[config.mk]
export PLATFORM = sky130hd
export DESIGN_NAME = oscst_top
export DESIGN_NICKNAME = d
export VERILOG_FILES = /design/src/logic/oscst_pkg.sv /design/src/logic/oscst_cnt_if.sv /design/src/logic/oscst_counter.sv /design/src/logic/oscst_top.sv
export VERILOG_INCLUDE_DIRS = /design/src /design/src/logic
export SDC_FILE = /design/constraint.sdc
export NUM_CORES = 1
export LEC_CHECK = 0
export BUFFER_PORTS_ARGS = -buffer_cell sky130_fd_sc_hd__buf_2
export CAP_MARGIN = 5
export CORE_UTILIZATION = 51
export CTS_CLUSTER_DIAMETER = 100
export DETAILED_ROUTE_END_ITERATION = 6
export GPL_TIMING_DRIVEN = 0
export HOLD_SLACK_MARGIN = 0.1
export MAX_ROUTING_LAYER = met4
export PLACE_DENSITY = 0.75
export SLEW_MARGIN = 20
export SYNTH_ARGS = -nofsm -noshare
export SYNTH_HDL_FRONTEND = slang
export SYNTH_HIERARCHICAL = 1
export SYNTH_SLANG_ARGS = --single-unit
[constraint.sdc]
create_clock -name clock -period 3.2 [get_ports clock]
set_input_delay 0 -clock clock [delete_from_list [all_inputs] [get_ports clock]]
set_output_delay 0 -clock clock [all_outputs]
set_load 0.01 [all_outputs]
[src/logic/oscst_cfg.svh]
// Offsets, field positions, reset values and counts of the stabilization block
`ifndef OSCST_CFG_SVH
`define OSCST_CFG_SVH

`define OSCST_ADDR_W 20
`define OSCST_STATUS_ADDR 20'hfffa2
`define OSCST_SELECT_ADDR 20'hfffa3
`define OSCST_STATUS_RESET 8'h00
`define OSCST_SELECT_RESET 3'h7
`define OSCST_SELECT_W 3
`define OSCST_STATUS_W 8
`define OSCST_CNT_W 19
`define OSCST_EXP_0 5'h08
`define OSCST_EXP_1 5'h09
`define OSCST_EXP_2 5'h0a
`define OSCST_EXP_3 5'h0b
`define OSCST_EXP_4 5'h0d
`define OSCST_EXP_5 5'h0f
`define OSCST_EXP_6 5'h11
`define OSCST_EXP_7 5'h12

`endif

[src/logic/oscst_pkg.sv]
// Types and helpers of the stabilization block
`include "oscst_cfg.svh"
package oscst_pkg;
    typedef logic [`OSCST_SELECT_W-1:0] oscst_code_t;
    typedef logic [`OSCST_CNT_W-1:0] oscst_cnt_t;

    typedef enum logic [1:0] {
        OSCST_RUN = 2'b00,
        OSCST_STOPPED = 2'b01,
        OSCST_HOLD = 2'b10
    } oscst_mode_e;

    // Wait code to power of two of crystal periods
    function automatic logic [4:0] oscst_exp(input oscst_code_t code);
        logic [4:0] e;
        e = `OSCST_EXP_7;
        unique case (code)
            3'h0: e = `OSCST_EXP_0;
            3'h1: e = `OSCST_EXP_1;
            3'h2: e = `OSCST_EXP_2;
            3'h3: e = `OSCST_EXP_3;
            3'h4: e = `OSCST_EXP_4;
            3'h5: e = `OSCST_EXP_5;
            3'h6: e = `OSCST_EXP_6;
            3'h7: e = `OSCST_EXP_7;
        endcase
        return e;
    endfunction : oscst_exp

    function automatic oscst_cnt_t oscst_limit(input oscst_code_t code);
        return oscst_cnt_t'(1) << oscst_exp(code);
    endfunction : oscst_limit
endpackage : oscst_pkg

[src/logic/oscst_cnt_if.sv]
// Link between the control logic and the stabilization counter
`timescale 1ns/1ns
`include "oscst_cfg.svh"
interface oscst_cnt_if;
    import oscst_pkg::*;
    logic clear;
    logic tick;
    oscst_code_t limit_code;
    logic [`OSCST_STATUS_W-1:0] status;
    logic done;

    modport ctrl (output clear, output tick, output limit_code, input status, input done);
    modport cnt (input clear, input tick, input limit_code, output status, output done);
endinterface : oscst_cnt_if

[src/logic/oscst_counter.sv]
// Crystal period counter with thermometer status
`timescale 1ns/1ns
`include "oscst_cfg.svh"
module oscst_counter
    import oscst_pkg::*;
(
    input wire logic clock,
    input wire logic srst,
    oscst_cnt_if.cnt cnt_if
);
    oscst_cnt_t count_q;
    logic [`OSCST_STATUS_W-1:0] status_q;
    oscst_cnt_t limit;

    assign limit = oscst_limit(cnt_if.limit_code);
    assign cnt_if.status = status_q;
    assign cnt_if.done = (count_q >= limit);

    // Restart on clear, saturate at selected limit
    always_ff @(posedge clock) begin
        if (srst || cnt_if.clear) begin
            count_q <= '0;
        end else if (cnt_if.tick && (count_q < limit)) begin
            count_q <= count_q + oscst_cnt_t'(1);
        end
    end

    // Bit 7 is the shortest time; bits only set, until clear or reset zeroes them all
    always_ff @(posedge clock) begin
        if (srst || cnt_if.clear) begin
            status_q <= `OSCST_STATUS_RESET;
        end else begin
            for (int i = 0; i < `OSCST_STATUS_W; i++) begin
                if (count_q >= oscst_limit(oscst_code_t'(i))) begin
                    status_q[`OSCST_STATUS_W-1-i] <= 1'b1;
                end
            end
        end
    end
endmodule : oscst_counter

[src/logic/oscst_top.sv]
// Crystal oscillation stabilization counter, status and wait select
`timescale 1ns/1ns
`include "oscst_cfg.svh"
module oscst_top
    import oscst_pkg::*;
(
    input wire logic clock,
    input wire logic srst,
    input wire logic [`OSCST_ADDR_W-1:0] mem_addr,
    input wire logic mem_rd,
    input wire logic mem_wr,
    input wire logic mem_wr_bit,
    input wire logic [7:0] mem_wdata,
    output logic [7:0] mem_rdata,
    input wire logic stop_exec,
    input wire logic stop_release,
    input wire logic main_osc_stop_set,
    input wire logic cpu_on_crystal,
    input wire logic main_crystal_clock,
    output logic cpu_hold,
    output logic crystal_osc_enable,
    output logic onchip_osc_enable
);
    oscst_cnt_if cnt_if ();

    logic xtal_s1_q;
    logic xtal_s2_q;
    logic xtal_s3_q;
    oscst_code_t select_q;
    oscst_mode_e mode_q;
    logic [7:0] rdata_q;
    logic hold_q;
    logic xosc_en_q;
    logic ioosc_en_q;

    // Decoded strobes and events
    logic xtal_rise;
    logic count_allowed;
    logic status_clear;
    logic hit_status;
    logic hit_select;
    logic rd_status;
    logic rd_select;
    logic wr_select;
    logic [7:0] select_rd;
    logic [7:0] read_value;
    logic stop_enter;
    logic stop_leave;
    logic leave_to_hold;
    logic leave_to_run;

    // Crystal clock is asynchronous: two-stage sync
    // Crystal must stay below half of clock to be seen
    always_ff @(posedge clock) begin
        if (srst) begin
            xtal_s1_q <= 1'b0;
            xtal_s2_q <= 1'b0;
        end else begin
            xtal_s1_q <= main_crystal_clock;
            xtal_s2_q <= xtal_s1_q;
        end
    end

    // Previous synchronised level for edge detect
    always_ff @(posedge clock) begin
        if (srst) begin
            xtal_s3_q <= 1'b0;
        end else begin
            xtal_s3_q <= xtal_s2_q;
        end
    end

    // Only real crystal edges advance the count, never while stopped
    assign xtal_rise = xtal_s2_q && !xtal_s3_q;
    assign count_allowed = (mode_q != OSCST_STOPPED);
    assign cnt_if.tick = xtal_rise && count_allowed;
    assign status_clear = stop_exec || main_osc_stop_set;
    assign cnt_if.clear = status_clear;
    assign cnt_if.limit_code = select_q;

    oscst_counter u_counter (
        .clock(clock),
        .srst(srst),
        .cnt_if(cnt_if)
    );

    // Register decode
    assign hit_status = (mem_addr == `OSCST_STATUS_ADDR);
    assign hit_select = (mem_addr == `OSCST_SELECT_ADDR);
    assign rd_status = mem_rd && hit_status;
    assign rd_select = mem_rd && hit_select;
    assign wr_select = mem_wr && !mem_wr_bit && hit_select;
    assign select_rd = {5'h00, select_q};

    // Wait select: byte writes only, bit writes ignored
    always_ff @(posedge clock) begin
        if (srst) begin
            select_q <= `OSCST_SELECT_RESET;
        end else if (wr_select) begin
            select_q <= mem_wdata[`OSCST_SELECT_W-1:0];
        end
    end

    // Status writes have no effect; idle and unmapped reads give zero
    always_comb begin
        read_value = 8'h00;
        if (rd_status) begin
            read_value = cnt_if.status;
        end else if (rd_select) begin
            read_value = select_rd;
        end
    end

    always_ff @(posedge clock) begin
        if (srst) begin
            rdata_q <= 8'h00;
        end else begin
            rdata_q <= read_value;
        end
    end

    // STOP entry and exit as seen by the sequencer
    assign stop_enter = stop_exec && (mode_q == OSCST_RUN);
    assign stop_leave = stop_release && (mode_q == OSCST_STOPPED);
    assign leave_to_hold = stop_leave && cpu_on_crystal;
    assign leave_to_run = stop_leave && !cpu_on_crystal;

    // STOP sequencing around the stabilization wait
    always_ff @(posedge clock) begin
        if (srst) begin
            mode_q <= OSCST_RUN;
        end else begin
            unique case (mode_q)
                OSCST_RUN: begin
                    if (stop_enter) begin
                        mode_q <= OSCST_STOPPED;
                    end
                end
                OSCST_STOPPED: begin
                    if (leave_to_hold) begin
                        mode_q <= OSCST_HOLD;
                    end else if (leave_to_run) begin
                        mode_q <= OSCST_RUN;
                    end
                end
                OSCST_HOLD: begin
                    if (cnt_if.done) begin
                        mode_q <= OSCST_RUN;
                    end
                end
                default: begin
                    mode_q <= OSCST_RUN;
                end
            endcase
        end
    end

    // CPU hold: raised in STOP, kept through the crystal wait
    always_ff @(posedge clock) begin
        if (srst) begin
            hold_q <= 1'b0;
        end else begin
            unique case (mode_q)
                OSCST_RUN: begin
                    hold_q <= stop_enter;
                end
                OSCST_STOPPED: begin
                    // Only a wake on the on-chip clock drops it here
                    hold_q <= !leave_to_run;
                end
                OSCST_HOLD: begin
                    hold_q <= !cnt_if.done;
                end
                default: begin
                    hold_q <= 1'b0;
                end
            endcase
        end
    end

    // Crystal oscillator halts in STOP
    always_ff @(posedge clock) begin
        if (srst) begin
            xosc_en_q <= 1'b1;
        end else if (stop_enter) begin
            xosc_en_q <= 1'b0;
        end else if (stop_leave) begin
            xosc_en_q <= 1'b1;
        end
    end

    // On-chip high-speed oscillator halts in STOP as well
    always_ff @(posedge clock) begin
        if (srst) begin
            ioosc_en_q <= 1'b1;
        end else if (stop_enter) begin
            ioosc_en_q <= 1'b0;
        end else if (stop_leave) begin
            ioosc_en_q <= 1'b1;
        end
    end

    assign mem_rdata = rdata_q;
    assign cpu_hold = hold_q;
    assign crystal_osc_enable = xosc_en_q;
    assign onchip_osc_enable = ioosc_en_q;
endmodule : oscst_top

==> flow_summary.yaml <==
run_status:
  status: "finished with violations"
  violations: "design-rule violations"
routing:
  ant_nets: 0
  routed_wl_um: 5650
  dr_total_vias: 2284
  drt_iter0_drc: 147
  via_per_inst: 5.99
  drc: 2
  post_drt_wl_per_cell_um: 14.8
  firstDrtPassIters: 6
power_and_ir_drop:
  seqPwrFrac_pct: 55.6
  clkPwrFrac_pct: 35.8
  p_comb_share_pct: 8.6
  p_per_area_nw_per_um2: 352
  power.static_leakage_nw: 1.11
  max-vdd-ir-drop_mv: 0.301
  p_switching_w: 0.000236
  p_sw_share_pct: 23.1
  intPower_w: 0.000788
cells_and_area:
  area_delta_synth_final_pct: 20.9
  layout_common_cells: "45 x dfxtp_1, 45 x buf_2, 22 x a21oi_1, 19 x nor2_1"
  seq_area_um2: 901
  drive_gt1_share_pct: 21.6
  antenna_cells: 0
  fill_cells: 366
  finalNetCount: 380
  fin_area_um2: 2910
  multiInputGateArea_um2: 1410
clocking:
  cts.hold.buffers_added: 12
  clock_path_buffers: 2
  path_clk_slew_ns: 0.09
  root_buffer: "clkbuf_8"
  postCtsSetupRepairBufs: 0
  numCtsBuffers: 5
  cts.repair.resized: 0
  worstSkewPairLatency_ns: 0.30
  h-tree-depth: 2
  cts_tree: "yes"
  clock-sinks: 45
critical_path:
  cp_slowest_cell: "dfxtp_1"
  crit_chain: "or3b_2 > ha_1 > o2111ai_1 > and3_1 > o21ai_1 > buf_2 > buf_2 > o31ai_1 > a21oi_1"
  critPathBufInv: 2
  crit_family: "compound AO/OA/AOI/OAI gates"
  cpPeakStageDelay_ns: 0.50
  arrival_ns: 3.16
  crit_path_end_kind: "register"
  crit_top_cell: "buf_2"
  worstPathMaxFanout: 10
  start_kind: "register"
  required_ns: 3.42
  crit_type: "reg2reg"
global_routing:
  globalRouteOverflowTotal: 0
  grt_pass1_wl_um: 9670
  grt_usage_pct: 24.9
  grt_max_degree: 15
  grt_pass1_vias: 2131
  grt_antenna_before_repair: 0
yosys:
  syn_area_um2: 2410
  ys_types: 52
  synthArstFlopShare_pct: 0
  ys_seq_area_share_pct: 37.4
  ys_ff_latch: 45
  ys_warn_count: 6
  ys.flop_type: "dfxtp_1"
  synth_edf_count: 0
  synth_area_per_cell_um2: 9.12
  netlist_instances: 264
floorplanning:
  die-width_um: 70.7
  die_area_um2: 5000
  initial_core_util_pct: 54.2
  core_um2: 4440
  io_pins: 49
  die_h_um: 70.7
  rows: 24
sta:
  worst_pin_slew_ns: 0.505
  rsz0062_at_grt: "false"
  period_share_pct: 91.7
  fin_crit_ns: 2.93
  drv_slew: 0
  setup_viol: 0
  finClkSkew_ns: 0.00577
  max_freq_mhz: 341
  slew-limit-headroom_pct: 66.4
  tns_ns: 0
  hold_violations: 0
placement:
  dpl_cell_area_um2: 2700
  portBuffers: 42
  gp_congestion: 0.901
  hpwl_um: 4060
job:
  max-cap-violations: 0
min_path:
  hold_path.class: "in2reg"
synthesized netlist by cell type, drive strengths merged (7+ instances only):
cell | instances | area (um2)
nand4 | 11 | 68.8
o31ai | 11 | 82.6
ha | 14 | 175
nand2 | 11 | 41.3
dfxtp | 45 | 901
or3 | 12 | 80.1
nor2 | 19 | 71.3
buf | 7 | 48.8
nand3 | 14 | 70.1
o21ai | 9 | 48.8
inv | 7 | 26.3
a21oi | 22 | 110
or4 | 12 | 90.1
tightest hold or removal path, cell delays in order:
cell     delay (ns)
buf_2          0.18
or3_1          0.13
o41ai_1        0.05
cell type report:
class / instances / share of cell area, %
Buffer: 12 / 2.71
Tap cell: 52 / 2.23
Timing Repair Buffer: 54 / 11.3
Inverter: 7 / 0.902
Multi-Input combinational cell: 203 / 48.6
Clock inverter: 2 / 0.473
Sequential cell: 45 / 30.9
Clock buffer: 6 / 2.84
registers in the layout (all words and copies together), names as in the netlist:
signal and cells:
u_counter/count_q 19, mem_rdata 8, u_counter/cnt_if.status 8, cnt_if.limit_code 3
mode_q 2, cpu_hold 1, onchip_osc_enable 1, xtal_s1_q 1
xtal_s2_q 1, xtal_s3_q 1
cell families (layout without fill, tap and decap cells):
logic type | after synthesis | in the layout | synth area share [%]
simple gates | 120 | 120 | 32.2
compound gates | 60 | 60 | 16.6
flops | 45 | 45 | 37.4
buf+inv | 19 | 81 | 4.36
fa+ha+maj | 14 | 14 | 7.27
mux | 5 | 5 | 2.08
other cells | 1 | 4 | 0.156
layer usage:
metal  share of wire [%]  vias to the layer above  GRT usage, %
met5                   0                        -             -
met2                  49                       66          41.5
met4                 1.4                        0          9.11
met3                 4.4                        8          4.42
li1                    -                     1140             -
met1                  45                     1070          30.4
path summary, 6_finish.rpt:
check | from | end | slack (ns) | depth (start not counted)
max | cnt_if.limit_code[1]$_SDFFE_PP1P_ | u_counter/count_q[3]$_SDFFE_PP0P_ | 0.27 | 9
min | srst | u_counter/count_q[15]$_SDFFE_PP0P_ | 0.12 | 3
max reg2reg | cnt_if.limit_code[1]$_SDFFE_PP1P_ | u_counter/count_q[3]$_SDFFE_PP0P_ | 0.27 | 9
min reg2reg | u_counter/cnt_if.status[6]$_SDFFE_PP0P_ | u_counter/cnt_if.status[6]$_SDFFE_PP0P_ | 0.45 | 2
per-stage QoR:
stage | util [%] | cells | worst slack [ns] | hold WS (ns) | power [W]
6_report | 65.5 | 381 | 0.265 | 0.118 | 0.00102
3_5_place_dp | 60.6 | 361 | 0.290 | 0.213 | 0.000659
2_1_floorplan | - | 267 | 0.766 | 0.128 | 0.000624
4_1_cts | 65.5 | 381 | 0.264 | 0.109 | 0.00103
5_1_grt | 65.5 | 381 | 0.0247 | 0.132 | 0.00106
3_3_place_gp | 60.6 | 361 | 0.361 | 0.208 | 0.000657
power groups by stage:
stage | sequential [W] | clock (W) | combinational [W]
after floorplan | 0.000583 | 0 | 0.0000418
after global placement | 0.000582 | 0 | 0.0000753
after detailed placement | 0.000582 | 0 | 0.0000766
after CTS | 0.000569 | 0.000375 | 0.0000876
after global routing | 0.000570 | 0.000399 | 0.0000962
final | 0.000569 | 0.000366 | 0.0000884
Power figures use the tool's default switching activity.
